## src/verilog/spwc_map.svh

```systemverilog
`ifndef SPWC_MAP_SVH
`define SPWC_MAP_SVH
// ----------------------------------------
// Register indexes; byte address = 4 * index
// ----------------------------------------
`define SPWC_IDX_CTRL 8'h49
`define SPWC_IDX_WAKE 8'h4A
`define SPWC_IDX_STA 8'h4B
`define SPWC_IDX_STB 8'h4C
`define SPWC_ADDR_CTRL {2'h0, `SPWC_IDX_CTRL, 2'h0}
`define SPWC_ADDR_WAKE {2'h0, `SPWC_IDX_WAKE, 2'h0}
`define SPWC_ADDR_STA {2'h0, `SPWC_IDX_STA, 2'h0}
`define SPWC_ADDR_STB {2'h0, `SPWC_IDX_STB, 2'h0}
// ----------------------------------------
// Field positions
// ----------------------------------------
`define SPWC_B_PF 7
`define SPWC_B_CLRSAVE 6
`define SPWC_B_SOFTOFF 5
`define SPWC_B_ACTDIS 4
`define SPWC_B_IRQCLR 3
`define SPWC_B_IRQLVL 2
`define SPWC_B_RINGMODE 1
`define SPWC_B_TMRSTOP 0
`define SPWC_B_RINGLVL 7
`define SPWC_B_PNLOFF 5
`define SPWC_F_SEEN_A 4:0
`define SPWC_B_SELHI 7
`define SPWC_B_SELLO 6
`define SPWC_B_POL 5
`define SPWC_F_SEEN_B 3:0
// ----------------------------------------
// Reset values and bus answers
// ----------------------------------------
`define SPWC_RST_BYTE 8'h00
`define SPWC_RESP_OKAY 2'h0
`define SPWC_RESP_SLVERR 2'h2
// ----------------------------------------
// Timing
// ----------------------------------------
`define SPWC_OSC_HZ 32768
`define SPWC_HOLD_S 4
`define SPWC_RING_MS 200
`define SPWC_RING_HZ 11
`define SPWC_DEB_TICKS 32
`define SPWC_DLY1_S 5'h05
`define SPWC_DLY2_S 5'h0D
`define SPWC_DLY3_S 5'h15
// ----------------------------------------
// Synchronised pin vector positions
// ----------------------------------------
`define SPWC_P_OSC 0
`define SPWC_P_PANEL 1
`define SPWC_P_MOUSE 2
`define SPWC_P_KBD 3
`define SPWC_P_RB 4
`define SPWC_P_RA 5
`define SPWC_P_PHONE 6
`define SPWC_P_W2 7
`define SPWC_P_W1 8
`define SPWC_P_PWR 9
`define SPWC_NPINS 10
`endif

```

## src/verilog/spwc_top_fix.sv

```systemverilog
`timescale 1ns/1ps
```

## src/verilog/spwc_pkg.sv

```systemverilog
package spwc_pkg;
    typedef enum logic [2:0] {
        ST_OFF = 3'h1,
        ST_ON = 3'h2,
        ST_WAIT = 3'h4
    } spwc_state_type;
    typedef logic [1:0] spwc_resp_type;
endpackage

```

## src/verilog/spwc_top.sv

```systemverilog
// Decided for this implementation: the AXI4-Lite register port.
`timescale 1ns/1ps
`include "spwc_map.svh"
module spwc_top #(
    parameter int OSC_PER_SEC = `SPWC_OSC_HZ,
    parameter int HOLD_TICKS = `SPWC_OSC_HZ * `SPWC_HOLD_S,
    parameter int RING_TICKS =
        (`SPWC_OSC_HZ * `SPWC_RING_MS + 999) / 1000,
    parameter int RING_GAP = `SPWC_OSC_HZ / `SPWC_RING_HZ,
    parameter int DEB_TICKS = `SPWC_DEB_TICKS
) (
    // Clock and reset
    input wire logic i_clk,
    input wire logic i_reset_n,
    // Register bus
    input wire logic i_axi_awvalid,
    output logic o_axi_awready,
    input wire logic [11:0] i_axi_awaddr,
    input wire logic i_axi_wvalid,
    output logic o_axi_wready,
    input wire logic [31:0] i_axi_wdata,
    input wire logic [3:0] i_axi_wstrb,
    output logic o_axi_bvalid,
    input wire logic i_axi_bready,
    output spwc_pkg::spwc_resp_type o_axi_bresp,
    input wire logic i_axi_arvalid,
    output logic o_axi_arready,
    input wire logic [11:0] i_axi_araddr,
    output logic o_axi_rvalid,
    input wire logic i_axi_rready,
    output logic [31:0] o_axi_rdata,
    output spwc_pkg::spwc_resp_type o_axi_rresp,
    // Oscillator and wake pins
    input wire logic i_rtc_osc,
    input wire logic i_panel_switch_n,
    input wire logic i_mouse_clock_in,
    input wire logic i_kbd_clock_in,
    input wire logic i_modem_ring_b,
    input wire logic i_modem_ring_a,
    input wire logic i_phone_ring_in,
    input wire logic i_wake_input_two,
    input wire logic i_wake_input_one,
    input wire logic i_main_power_ok,
    input wire logic i_alarm_b_match,
    // Supply and interrupt pins
    output logic o_supply_control_out,
    output logic o_mgmt_irq_out,
    output logic o_mgmt_irq_oe_n
);
    import spwc_pkg::*;
    localparam int CW = $clog2(HOLD_TICKS + 1);
    localparam int NP = `SPWC_NPINS;

    // ----------------------------------------
    // Pin synchronisers
    // ----------------------------------------
    logic [NP-1:0] pin_raw, sy1, sy2, sy3, pin_f, pin_q;
    logic [NP-1:0] fall, rise;
    logic osc_tick;

    assign pin_raw = {i_main_power_ok, i_wake_input_one,
        i_wake_input_two, i_phone_ring_in, i_modem_ring_a,
        i_modem_ring_b, i_kbd_clock_in, i_mouse_clock_in,
        i_panel_switch_n, i_rtc_osc};

    // Level moves only once stages two and three agree
    always_ff @(posedge i_clk or negedge i_reset_n) begin
        if (!i_reset_n) begin
            sy1 <= {NP{1'b1}};
            sy2 <= {NP{1'b1}};
            sy3 <= {NP{1'b1}};
            pin_f <= {NP{1'b1}};
            pin_q <= {NP{1'b1}};
        end else begin
            sy1 <= pin_raw;
            sy2 <= sy1;
            sy3 <= sy2;
            pin_f <= (sy2 & sy3) | (pin_f & (sy2 ^ sy3));
            pin_q <= pin_f;
        end
    end
    assign fall = pin_q & ~pin_f;
    assign rise = ~pin_q & pin_f;
    // All timing runs off oscillator ticks, never off the bus clock
    assign osc_tick = rise[`SPWC_P_OSC];

    // ----------------------------------------
    // Panel switch debounce and override hold
    // ----------------------------------------
    spwc_state_type state, next_state;
    logic [7:0] deb_cnt;
    logic pnl_deb, pnl_press;
    logic [CW-1:0] hold_cnt;
    logic press_on, hold_fired, override;

    // No oscillator, no ticks: switch never qualifies
    always_ff @(posedge i_clk or negedge i_reset_n) begin
        if (!i_reset_n) begin
            deb_cnt <= 8'h00;
            pnl_deb <= 1'b1;
            pnl_press <= 1'b0;
        end else begin
            pnl_press <= 1'b0;
            if (pin_f[`SPWC_P_PANEL] == pnl_deb) begin
                deb_cnt <= 8'h00;
            end else if (osc_tick) begin
                if (deb_cnt == 8'(DEB_TICKS - 1)) begin
                    pnl_deb <= pin_f[`SPWC_P_PANEL];
                    pnl_press <= ~pin_f[`SPWC_P_PANEL];
                    deb_cnt <= 8'h00;
                end else begin
                    deb_cnt <= deb_cnt + 8'h01;
                end
            end
        end
    end

    // Override only for a press that began with supply on
    always_ff @(posedge i_clk or negedge i_reset_n) begin
        if (!i_reset_n) begin
            hold_cnt <= '0;
            press_on <= 1'b0;
            hold_fired <= 1'b0;
            override <= 1'b0;
        end else begin
            override <= 1'b0;
            if (pnl_press) begin
                press_on <= (state != ST_OFF);
            end
            if (pnl_deb) begin
                hold_cnt <= '0;
                hold_fired <= 1'b0;
            end else if (osc_tick && press_on && !hold_fired) begin
                if (hold_cnt == CW'(HOLD_TICKS - 1)) begin
                    override <= 1'b1;
                    hold_fired <= 1'b1;
                end else begin
                    hold_cnt <= hold_cnt + CW'(1);
                end
            end
        end
    end

    // ----------------------------------------
    // Phone ring pulse-train detector
    // ----------------------------------------
    logic [CW-1:0] gap, acc;
    logic ring_train, alm_q, alm_evt;

    always_ff @(posedge i_clk or negedge i_reset_n) begin
        if (!i_reset_n) begin
            gap <= CW'(RING_GAP);
            acc <= '0;
            ring_train <= 1'b0;
        end else begin
            ring_train <= 1'b0;
            if (fall[`SPWC_P_PHONE]) begin
                gap <= '0;
                if (gap < CW'(RING_GAP)) begin
                    if (acc + gap >= CW'(RING_TICKS)) begin
                        ring_train <= 1'b1;
                        acc <= '0;
                    end else begin
                        acc <= acc + gap;
                    end
                end else begin
                    acc <= '0;
                end
            end else if (osc_tick && gap < CW'(RING_GAP)) begin
                gap <= gap + CW'(1);
            end
        end
    end

    always_ff @(posedge i_clk or negedge i_reset_n) begin
        if (!i_reset_n) begin
            alm_q <= 1'b0;
        end else begin
            alm_q <= i_alarm_b_match;
        end
    end
    assign alm_evt = i_alarm_b_match & ~alm_q;

    // ----------------------------------------
    // Register bus decode
    // ----------------------------------------
    logic [11:0] aw_addr;
    logic [7:0] w_data, wd, rd_word;
    logic w_strb0, wr_fire, rd_fire, rd_hit, wr_hit;
    logic wr_c, wr_w, wr_a, wr_b, rd_a, rd_b;
    logic soft_off, clr_save, irq_clr, pf_clr;

    assign wr_fire = ~o_axi_awready & ~o_axi_wready & ~o_axi_bvalid;
    assign wd = w_data & {8{w_strb0}};
    assign wr_c = wr_fire && aw_addr == `SPWC_ADDR_CTRL;
    assign wr_w = wr_fire && aw_addr == `SPWC_ADDR_WAKE;
    assign wr_a = wr_fire && aw_addr == `SPWC_ADDR_STA;
    assign wr_b = wr_fire && aw_addr == `SPWC_ADDR_STB;
    assign wr_hit = wr_c | wr_w | wr_a | wr_b;
    assign rd_fire = i_axi_arvalid & o_axi_arready;
    assign rd_a = rd_fire && i_axi_araddr == `SPWC_ADDR_STA;
    assign rd_b = rd_fire && i_axi_araddr == `SPWC_ADDR_STB;
    // Self-clearing command bits exist only as write pulses
    assign soft_off = wr_c & wd[`SPWC_B_SOFTOFF];
    assign clr_save = wr_c & wd[`SPWC_B_CLRSAVE];
    assign irq_clr = wr_c & wd[`SPWC_B_IRQCLR];
    assign pf_clr = wr_c & wd[`SPWC_B_PF];

    // ----------------------------------------
    // Control and status registers
    // ----------------------------------------
    logic pf, act_dis_bit, act_dis, irq_lvl, ring_mode, tmr_stop;
    logic [7:0] wake_en;
    logic pnl_off, irq_pol, dly_fin;
    logic [1:0] sel;
    logic [4:0] seen_a, set_a;
    logic [3:0] seen_b, set_b;
    logic pf_evt;

    assign pf_evt = fall[`SPWC_P_PWR];
    assign act_dis = act_dis_bit | pf;
    assign set_a = {dly_fin, fall[`SPWC_P_RB], fall[`SPWC_P_RA],
        fall[`SPWC_P_PHONE], alm_evt};
    assign set_b = {fall[`SPWC_P_MOUSE], fall[`SPWC_P_KBD],
        fall[`SPWC_P_W2], fall[`SPWC_P_W1]};

    // A set in the cycle of its clear always wins
    always_ff @(posedge i_clk or negedge i_reset_n) begin
        if (!i_reset_n) begin
            pf <= 1'b0;
        end else if (pf_evt) begin
            pf <= 1'b1;
        end else if (pf_clr) begin
            pf <= 1'b0;
        end
    end

    always_ff @(posedge i_clk or negedge i_reset_n) begin
        if (!i_reset_n) begin
            act_dis_bit <= 1'b0;
            irq_lvl <= 1'b0;
            ring_mode <= 1'b0;
            tmr_stop <= 1'b0;
            wake_en <= `SPWC_RST_BYTE;
            sel <= 2'h0;
            irq_pol <= 1'b0;
        end else begin
            if (wr_c) begin
                act_dis_bit <= wd[`SPWC_B_ACTDIS];
                irq_lvl <= wd[`SPWC_B_IRQLVL];
                ring_mode <= wd[`SPWC_B_RINGMODE];
                tmr_stop <= wd[`SPWC_B_TMRSTOP];
            end
            if (wr_w) begin
                wake_en <= wd;
            end
            if (wr_b) begin
                sel <= {wd[`SPWC_B_SELHI], wd[`SPWC_B_SELLO]};
                irq_pol <= wd[`SPWC_B_POL];
            end
        end
    end

    always_ff @(posedge i_clk or negedge i_reset_n) begin
        if (!i_reset_n) begin
            seen_a <= 5'h00;
            seen_b <= 4'h0;
            pnl_off <= 1'b0;
        end else begin
            seen_a <= set_a | (seen_a & ~{5{rd_a}});
            seen_b <= set_b | (seen_b & ~{4{rd_b}});
            if (pnl_press && state != ST_OFF) begin
                pnl_off <= 1'b1;
            end else if (wr_a) begin
                pnl_off <= wd[`SPWC_B_PNLOFF];
            end
        end
    end

    // ----------------------------------------
    // Supply sequencer
    // ----------------------------------------
    logic wake_act, phone_evt, pwr_back, was_on, kill, dly_done;
    logic [4:0] dly_cnt;
    logic [CW-1:0] presc;

    function automatic logic [4:0] dly_secs(input logic [1:0] s);
        case (s)
            2'h1: dly_secs = `SPWC_DLY1_S;
            2'h2: dly_secs = `SPWC_DLY2_S;
            2'h3: dly_secs = `SPWC_DLY3_S;
            default: dly_secs = 5'h00;
        endcase
    endfunction

    assign phone_evt = ring_mode ? fall[`SPWC_P_PHONE]
                                 : ring_train;
    assign wake_act = |({fall[`SPWC_P_MOUSE], fall[`SPWC_P_KBD],
        fall[`SPWC_P_RB], fall[`SPWC_P_RA], phone_evt, fall[`SPWC_P_W2],
        fall[`SPWC_P_W1], alm_evt} & wake_en);
    assign pwr_back = rise[`SPWC_P_PWR];
    assign kill = pf_evt | soft_off | override;
    assign dly_done = (state == ST_WAIT) && dly_cnt == 5'h00;
    assign dly_fin = dly_done & ~kill;

    always_comb begin
        next_state = state;
        case (state)
            ST_OFF: begin
                if (pnl_press || (pwr_back && pf && was_on)) begin
                    next_state = ST_ON;
                end else if (wake_act && !act_dis) begin
                    next_state = ST_ON;
                end
            end
            ST_ON: begin
                if (kill) begin
                    next_state = ST_OFF;
                end else if (pnl_press) begin
                    next_state = (tmr_stop || sel == 2'h0) ? ST_OFF
                                                           : ST_WAIT;
                end
            end
            ST_WAIT: begin
                if (kill || dly_done) begin
                    next_state = ST_OFF;
                end else if (clr_save) begin
                    next_state = ST_ON;
                end
            end
            default: next_state = ST_OFF;
        endcase
    end

    always_ff @(posedge i_clk or negedge i_reset_n) begin
        if (!i_reset_n) begin
            state <= ST_OFF;
            o_supply_control_out <= 1'b0;
            was_on <= 1'b0;
        end else begin
            state <= next_state;
            o_supply_control_out <= (next_state != ST_OFF);
            if (pf_evt) begin
                was_on <= (state != ST_OFF);
            end else if (state == ST_OFF && next_state == ST_ON) begin
                was_on <= 1'b0;
            end
        end
    end

    // Seconds prescaler restarts with each off request that enters ST_WAIT
    always_ff @(posedge i_clk or negedge i_reset_n) begin
        if (!i_reset_n) begin
            dly_cnt <= 5'h00;
            presc <= '0;
        end else if (state == ST_ON && next_state == ST_WAIT) begin
            dly_cnt <= dly_secs(sel);
            presc <= '0;
        end else if (clr_save) begin
            dly_cnt <= 5'h00;
            presc <= '0;
        end else if (state == ST_WAIT && !tmr_stop && osc_tick
                     && dly_cnt != 5'h00) begin
            if (presc == CW'(OSC_PER_SEC - 1)) begin
                presc <= '0;
                dly_cnt <= dly_cnt - 5'h01;
            end else begin
                presc <= presc + CW'(1);
            end
        end
    end

    // ----------------------------------------
    // Management interrupt pin
    // ----------------------------------------
    logic irq_src, irq_act, next_irq;

    assign irq_src = (|set_a) | (|set_b) | (pnl_press & state != ST_OFF);
    always_comb begin
        if (irq_lvl) begin
            next_irq = irq_src | (irq_act & ~irq_clr);
        end else begin
            next_irq = irq_src;
        end
    end

    always_ff @(posedge i_clk or negedge i_reset_n) begin
        if (!i_reset_n) begin
            irq_act <= 1'b0;
            o_mgmt_irq_oe_n <= 1'b1;
            o_mgmt_irq_out <= 1'b1;
        end else begin
            irq_act <= next_irq;
            o_mgmt_irq_oe_n <= ~next_irq;
            o_mgmt_irq_out <= ~irq_pol;
        end
    end

    // ----------------------------------------
    // AXI4-Lite slave
    // ----------------------------------------
    always_comb begin
        rd_word = `SPWC_RST_BYTE;
        rd_hit = 1'b1;
        case (i_axi_araddr)
            `SPWC_ADDR_CTRL: begin
                rd_word[`SPWC_B_PF] = pf;
                rd_word[`SPWC_B_ACTDIS] = act_dis;
                rd_word[`SPWC_B_IRQLVL] = irq_lvl;
                rd_word[`SPWC_B_RINGMODE] = ring_mode;
                rd_word[`SPWC_B_TMRSTOP] = tmr_stop;
            end
            `SPWC_ADDR_WAKE: rd_word = wake_en;
            `SPWC_ADDR_STA: begin
                rd_word[`SPWC_B_RINGLVL] = pin_f[`SPWC_P_PHONE];
                rd_word[`SPWC_B_PNLOFF] = pnl_off;
                rd_word[`SPWC_F_SEEN_A] = seen_a;
            end
            `SPWC_ADDR_STB: begin
                rd_word[`SPWC_B_SELHI] = sel[1];
                rd_word[`SPWC_B_SELLO] = sel[0];
                rd_word[`SPWC_B_POL] = irq_pol;
                rd_word[`SPWC_F_SEEN_B] = seen_b;
            end
            default: rd_hit = 1'b0;
        endcase
    end

    always_ff @(posedge i_clk or negedge i_reset_n) begin
        if (!i_reset_n) begin
            o_axi_awready <= 1'b1;
            o_axi_wready <= 1'b1;
            o_axi_bvalid <= 1'b0;
            o_axi_bresp <= `SPWC_RESP_OKAY;
            aw_addr <= 12'h000;
            w_data <= 8'h00;
            w_strb0 <= 1'b0;
        end else begin
            if (i_axi_awvalid && o_axi_awready) begin
                o_axi_awready <= 1'b0;
                aw_addr <= i_axi_awaddr;
            end else if (wr_fire) begin
                o_axi_awready <= 1'b1;
            end
            if (i_axi_wvalid && o_axi_wready) begin
                o_axi_wready <= 1'b0;
                w_data <= i_axi_wdata[7:0];
                w_strb0 <= i_axi_wstrb[0];
            end else if (wr_fire) begin
                o_axi_wready <= 1'b1;
            end
            if (wr_fire) begin
                o_axi_bvalid <= 1'b1;
                o_axi_bresp <= wr_hit ? `SPWC_RESP_OKAY
                                      : `SPWC_RESP_SLVERR;
            end else if (i_axi_bready) begin
                o_axi_bvalid <= 1'b0;
            end
        end
    end

    always_ff @(posedge i_clk or negedge i_reset_n) begin
        if (!i_reset_n) begin
            o_axi_arready <= 1'b1;
            o_axi_rvalid <= 1'b0;
            o_axi_rdata <= 32'h0000_0000;
            o_axi_rresp <= `SPWC_RESP_OKAY;
        end else if (rd_fire) begin
            o_axi_arready <= 1'b0;
            o_axi_rvalid <= 1'b1;
            o_axi_rdata <= {24'h000000, rd_word};
            o_axi_rresp <= rd_hit ? `SPWC_RESP_OKAY
                                  : `SPWC_RESP_SLVERR;
        end else if (o_axi_rvalid && i_axi_rready) begin
            o_axi_rvalid <= 1'b0;
            o_axi_arready <= 1'b1;
        end
    end
endmodule // spwc_top

```

## config.mk

```make
export PLATFORM = sky130hd
export DESIGN_NAME = spwc_top
export DESIGN_NICKNAME = d
export VERILOG_FILES = /design/src/verilog/spwc_top_fix.sv /design/src/verilog/spwc_pkg.sv /design/src/verilog/spwc_top.sv
export VERILOG_INCLUDE_DIRS = /design/src /design/src/verilog
export SDC_FILE = /design/constraint.sdc
export NUM_CORES = 1
export LEC_CHECK = 0
export BUFFER_PORTS_ARGS = -buffer_cell sky130_fd_sc_hd__buf_2
export CORE_AREA = 2 2 188 190
export DETAILED_ROUTE_END_ITERATION = 10
export DIE_AREA = 0 0 190 192
export GPL_TIMING_DRIVEN = 0
export MAX_ROUTING_LAYER = met4
export PLACE_DENSITY = 0.44
export SLEW_MARGIN = 20
export SYNTH_ARGS = -nofsm -noshare
export SYNTH_HDL_FRONTEND = slang
export SYNTH_SLANG_ARGS = --single-unit
```

## constraint.sdc

```tcl
create_clock -name i_clk -period 9.6 [get_ports i_clk]
set_clock_uncertainty 0.1 [all_clocks]
set_input_delay 0.48 -clock i_clk [delete_from_list [all_inputs] [get_ports i_clk]]
set_output_delay 0.48 -clock i_clk [all_outputs]
set_load 0.02 [all_outputs]
```

Word level (Yosys, flattened, before mapping)
Index checks and enable logic that the tools add are counted.
- register bits after elaboration: 214
- output and inout bits: 44
- input port bits: 78
- word-level logic and storage cells: 240
- order comparisons: 2
- equality and inequality tests: 23
- bitwise gates (word level): 46
- reductions and logical operators: 52
- $add $sub $neg: 6
- mux-type cells: 65
- operators by type and width (kind ; count):
    $mux 18 ; 11
    $eq 12x9->1 const B ; 8
    $add 18x1->18 const B ; 3
    $and 10x10->10 ; 4
    $mux 1 ; 30
    $mux 8 ; 3
    $logic_and 1x1->1 ; 22
    $reduce_bool 2->1 ; 11
    $mux 3 ; 7
    $mux 5 ; 4
    $not 10->10 ; 2
    $add 18x18->18 ; 1
    $eq 18x15->1 const B ; 1
    $eq 18x17->1 const B ; 1
    $ge 18x13->1 const B ; 1
    $lt 18x12->1 const B ; 1
    $and 8x8->8 ; 2
    $pmux 5 s3 ; 1
    $pmux 3 s4 ; 1
    $and 1x1->1 ; 11
    $not 1->1 ; 10
    $or 10x10->10 ; 1
    $xor 10x10->10 ; 1
    $or 1x1->1 ; 9
    other kinds (33) ; 48

Depth between registers and ports, before layout
- word-level depth: 15
- mapped depth: 13
- depth with buffers taken out: 11

Worst setup path after synthesis
OpenSTA, ideal clock, no wires.
- path kind: reg-to-reg
- start: register gap[1]
- end: register acc[10]
- data arrival time: 3.024 ns
- data required time: 9.408 ns
- setup time: 0.092 ns
- buffers on the path: 1
- setup slack: 6.384 ns
- clock period less this slack: 3.216 ns
- cell stages (with the launch flop): 12
- cells stage by stage: dfstp_2 > inv_1 > fa_1 > nand2b_1 > a211oi_1 > nor2b_2 > xnor2_1 > a311o_1 > a311o_1 > a311o_1 > buf_6 > o31ai_2
- cells in the longest elaborated chain, start to end: 4
- elaborated cells on any way between the ends: 5
- classes of those cells: 1 x add/sub; 2 x order compare; 2 x mux
- ends and longest elaborated chain (what ; line ; RTL):
    start: declaration ; spwc_top.sv:147 ; logic [CW-1:0] gap, acc;
    start signal: assignment ; spwc_top.sv:152 ; gap <= CW'(RING_GAP);
    start signal: assignment ; spwc_top.sv:170 ; gap <= gap + CW'(1);
    $add 18x18->18 ; spwc_top.sv:160, spwc_top.sv:164 ;
    $ge 18x13->1 ; spwc_top.sv:160 ; if (acc + gap >= CW'(RING_TICKS)) begin
    $mux 18 ; spwc_top.sv:160 ;
    $mux 18 (*) ; spwc_top.sv:159 ; if (gap < CW'(RING_GAP)) begin
    end signal: assignment ; spwc_top.sv:164 ; acc <= acc + gap;
    end: declaration ; spwc_top.sv:147 ;
Every way passes the cells marked *; elsewhere a longest branch is shown, timed or not.
A chain may end at the register's enable or synchronous reset.

Worst setup path in the final report
- start: register gap[0]
- end: register acc[12]
Same word-level chain as after synthesis.

==> metrics.md <==
| Metric | Value |
|---|---|
| Cell row count | 68 |
| Register-to-register setup slack | 5.85 ns |
| Reg-to-reg critical path endpoint | acc[12] |
| Wire per inst | between 10 and 15 um |
| Post-synth ARST share | 1.00 |
| Cell area after layout | approximately 12000 um2 |
| Worst r2r path cells | 13 |
| Antenna diode count | 0 |
| Number of hold violations in the final report | 0 |
| Vias post-DR | around 7300 |
| Critical register-to-register path startpoint | gap[0] |
| Critical path data arrival time | roughly 4.1 ns |
| Die Wd | 190 um |
| Number of nets with antenna violations after detailed routing | 0 |
| Fmax | around 270 MHz |
| Cell family with the largest share of critical-path delay | compound AO/OA/AOI/OAI gates |
| Setup repair after global routing missed its margin | false |
| Total standard cell area after synthesis | just over 10000 um2 |
| Number of global-route vias before repair | 7274 |
| Slowest CP cell | sky130_fd_sc_hd__o311ai_0 |
| Syn_area_per_cell | between 10 and 15 um2 |
| Starting utilization of the core area | 0.297 |
| Pre-antenna DRT Iters | 5 |
| Final Cycle Share | 0.391 |
| Core region area | ~34000 um2 |
| Estimated wirelength of the detail-placed design | ~16000 um |
| Flip-flop cell with the highest count after synthesis | sky130_fd_sc_hd__dfrtp_1 |
| Share of post-route cells with drive strength above 1 | 0.232 |
| Cells taking the most area after synthesis | sky130_fd_sc_hd__dfrtp_1 37%, sky130_fd_sc_hd__dfstp_2 16%, sky130_fd_sc_hd__ha_1 4.1%, sky130_fd_sc_hd__nand2_1 3.8%, sky130_fd_sc_hd__mux2_2 2.9% |
| Area growth from synthesis to final layout | 19.7% |
| Startpoint Class | register |
| Transition time at the pin with the least slew margin | slightly above 1 ns |
| Worst Path Class, Setup | reg2reg |
| Worst path max stage delay | around 0.51 ns |
| Flops & latches, synth | 211 |
| Sum Neg Setup Slack | 0 ns |
| Crit path buffers/inverters | 3 |
| Largest net degree at the start of global routing | 88 |
| Synthesized instance count | 958 |
| Required time at the worst-slack endpoint | about 9.9 ns |
| Relative slew slack | 0.299 |
| Leftover overflow at the end of global routing | 0 |
| Instance area after placement | ~11000 um2 |
| Most common cell after layout, fill and taps aside | sky130_fd_sc_hd__dfrtp_1 |
| Routed wire length | about 22000 um |
| Clock transition at the registers of the reported paths | 0.06 ns |
| Count of flip-flops with a built-in enable after synthesis | 0 |
| Max Slew Vio Count | 0 |
| Remaining design rule violation count | 0 |
| Buffer cell driving the clock tree root | sky130_fd_sc_hd__clkbuf_16 |
| CTS Buffer Depth | 3 |
| Post-Place Cells | ~1500 |
| Setup Viol. Count Final | 0 |
| Static leakage power | 5.46 nW |
| Kind of end point of the critical path | register |
| Final critical delay including setup and external delays | roughly 3.8 ns |
| Fraction of the yosys area taken by sequential cells | 0.527 |
| Clock tree from TritonCTS | done |
| Worst hold-check path type | in2reg |
| Aggregate global-route resource usage | 0.131 |
| Number of buffers created by CTS | 25 |
| Sink of the worst hold path | o_axi_awready |
| Total of fill cells in the finished design | 3472 |
| Die H | approximately 190 um |
| Clock insertion delay at the later pin of the skew report | about 0.52 ns |
| Biggest area consumer among synthesized cells | sky130_fd_sc_hd__dfrtp_1 |
| Worst hold stages | 2 |
| Number of antenna violations at the first check in global routing | 0 |
| # nets final | between 1000 and 1500 |
| Highest-count cells in the layout ignoring fill and taps | 149 x sky130_fd_sc_hd__dfrtp_1, 102 x sky130_fd_sc_hd__nand2_1, 78 x sky130_fd_sc_hd__nor2_1 |
| IO Count | ~120 |
| Count of cells resized by post-cts repair | 0 |
| Power density relative to cell area | 191 nW/um2 |
| Run status | finished, final reports clean |
| Total number of clock tree sinks | approximately 210 |
| Largest fanout on the critical path | 10 |
| Wire length of the first global-routing pass | 38300 um |
| Ordered list of cells on the worst path | ha_1 -> inv_1 -> fa_1 -> nand2b_1 -> a211oi_1 -> o21ai_1 -> o311ai_0 -> a21oi_1 -> xnor2_1 -> or2_1 -> buf_2 -> buf_4 -> o31ai_2 |
| Routability cong. | slightly below 0.8 |
| YS warnings | 0 |
| Average vias per placed instance | approximately 4.6 |
| Count of distinct cell types in the synthesized netlist | 77 |
| Depth of the CTS H-tree | 1 |
| Worst voltage drop across the vdd grid | roughly 0.11 mV |
| Portion of synthesized cell area occupied by the leading cell type | 0.366 |
| Port bufs | 67 |
| Hold wc startpoint | i_axi_awvalid |
| Violation count after the first detailed-routing iteration | 344 |
| Count of placed standard cells in the final layout, fillers left out | 1565 |
| Die area | approximately 36000 um2 |
| Maximum Capacitance Violations | 0 |
## repair_timing
item                                   in CTS  in global routing
hold buffers                               13                  0
endpoints found under the hold margin      58                  0
setup endpoints to repair                   0                  0
setup buffers                               0                  0
## power breakdown
part           internal, mW  switching, mW  leakage [nW]  total (mW)
sequential             1.00         0.0774          2.61        1.08
clock                 0.557          0.368         0.399       0.925
combinational         0.144          0.181          2.45       0.324
total                  1.70          0.626          5.46        2.33
## cells by family (layout without fill, tap and decap cells)
kind of cell               after synthesis  count (layout)  synth area share
adders and majority gates               34              34            0.0425
muxes                                   37              37            0.0396
AOI/OAI and AO/OA                      205             205             0.136
and+or+nand+nor                        345             345             0.173
other                                    1              26          0.000369
xor gates and xnor gates                43              43            0.0370
buffers and inverters                   82             209            0.0449
DFF                                    211             211             0.527
## area by class of cell
class | instances | area (um2) | share of cell area
multi-input combinational | 690 | 4450 | 0.366
clock inverter | 4 | 26.3 | 0.00216
timing repair buffer | 82 | 531 | 0.0435
tap | 455 | 569 | 0.0467
sequential | 211 | 5360 | 0.440
buffer | 53 | 348 | 0.0286
inverter | 29 | 109 | 0.00894
clock buffer | 41 | 787 | 0.0646
## worst register-to-register path, delay by kind of cell (launching register included)
family / cells / cell delay [ns]
xor gates and xnor gates: 1 / 0.15
DFF: 1 / 0.45
buffers and inverters: 3 / 0.41
and+or+nand+nor: 2 / 0.39
adders and majority gates: 2 / 0.63
AOI/OAI and AO/OA: 5 / 1.55
## synth_stat cells, types with 6 or more instances
| cell | n |
|---|---|
| sky130_fd_sc_hd__a21o_1 | 21 |
| sky130_fd_sc_hd__a21oi_1 | 34 |
| sky130_fd_sc_hd__a31oi_1 | 12 |
| sky130_fd_sc_hd__and2_1 | 16 |
| sky130_fd_sc_hd__and3_1 | 11 |
| sky130_fd_sc_hd__buf_4 | 27 |
| sky130_fd_sc_hd__buf_6 | 6 |
| sky130_fd_sc_hd__clkbuf_1 | 17 |
| sky130_fd_sc_hd__dfrtp_1 | 149 |
| sky130_fd_sc_hd__dfstp_2 | 62 |
| sky130_fd_sc_hd__ha_1 | 33 |
| sky130_fd_sc_hd__inv_1 | 28 |
| sky130_fd_sc_hd__mux2_2 | 26 |
| sky130_fd_sc_hd__mux2i_1 | 11 |
| sky130_fd_sc_hd__nand2_1 | 102 |
| sky130_fd_sc_hd__nand2b_1 | 14 |
| sky130_fd_sc_hd__nand3_1 | 27 |
| sky130_fd_sc_hd__nand4_1 | 18 |
| sky130_fd_sc_hd__nor2_1 | 78 |
| sky130_fd_sc_hd__nor2b_1 | 9 |
| sky130_fd_sc_hd__nor3_1 | 14 |
| sky130_fd_sc_hd__nor4_1 | 7 |
| sky130_fd_sc_hd__o21ai_0 | 51 |
| sky130_fd_sc_hd__o21ai_1 | 25 |
| sky130_fd_sc_hd__o31ai_1 | 6 |
| sky130_fd_sc_hd__o31ai_2 | 10 |
| sky130_fd_sc_hd__or3_1 | 11 |
| sky130_fd_sc_hd__xnor2_1 | 23 |
| sky130_fd_sc_hd__xor2_1 | 20 |
## routing by layer
metal	global-route usage	wire, um
met5	-	0
met2	0.201	9860
met3	0.0168	741
met4	0.0298	386
met1	0.186	11400
## state kept, by name, indices dropped and copies added, names as in the netlist, 10 cells and up
name and cells:
sy3 10, sy2 10, gap 18, pin_f 10
acc 18, sy1 10, aw_addr 12, hold_cnt 18
presc 18
## through the flow
step                      hold WS, ns   util  worst slack (ns)  power, mW
after floorplan                0.0844      -              6.38       1.30
after global placement          0.246  0.326              4.02       1.41
after detailed placement        0.247  0.328              5.86       1.42
after CTS                      0.0207  0.355              5.84       2.38
after global routing           0.0433  0.355              5.63       2.47
final                          0.0501  0.355              5.85       2.33
## worst max-delay path by stage
stage | start | end | slack [ns] | cells past startpoint
after floorplan | gap[1] | acc[10] | 6.38 | 11
after global placement | i_reset_n | hold_cnt[3] | 4.02 | 1
after detailed placement | gap[0] | acc[9] | 5.86 | 13
after CTS | gap[0] | acc[7] | 5.84 | 13
after global routing | gap[0] | acc[10] | 5.63 | 13
final | gap[0] | acc[12] | 5.85 | 13
Power figures use the tool's default switching activity.
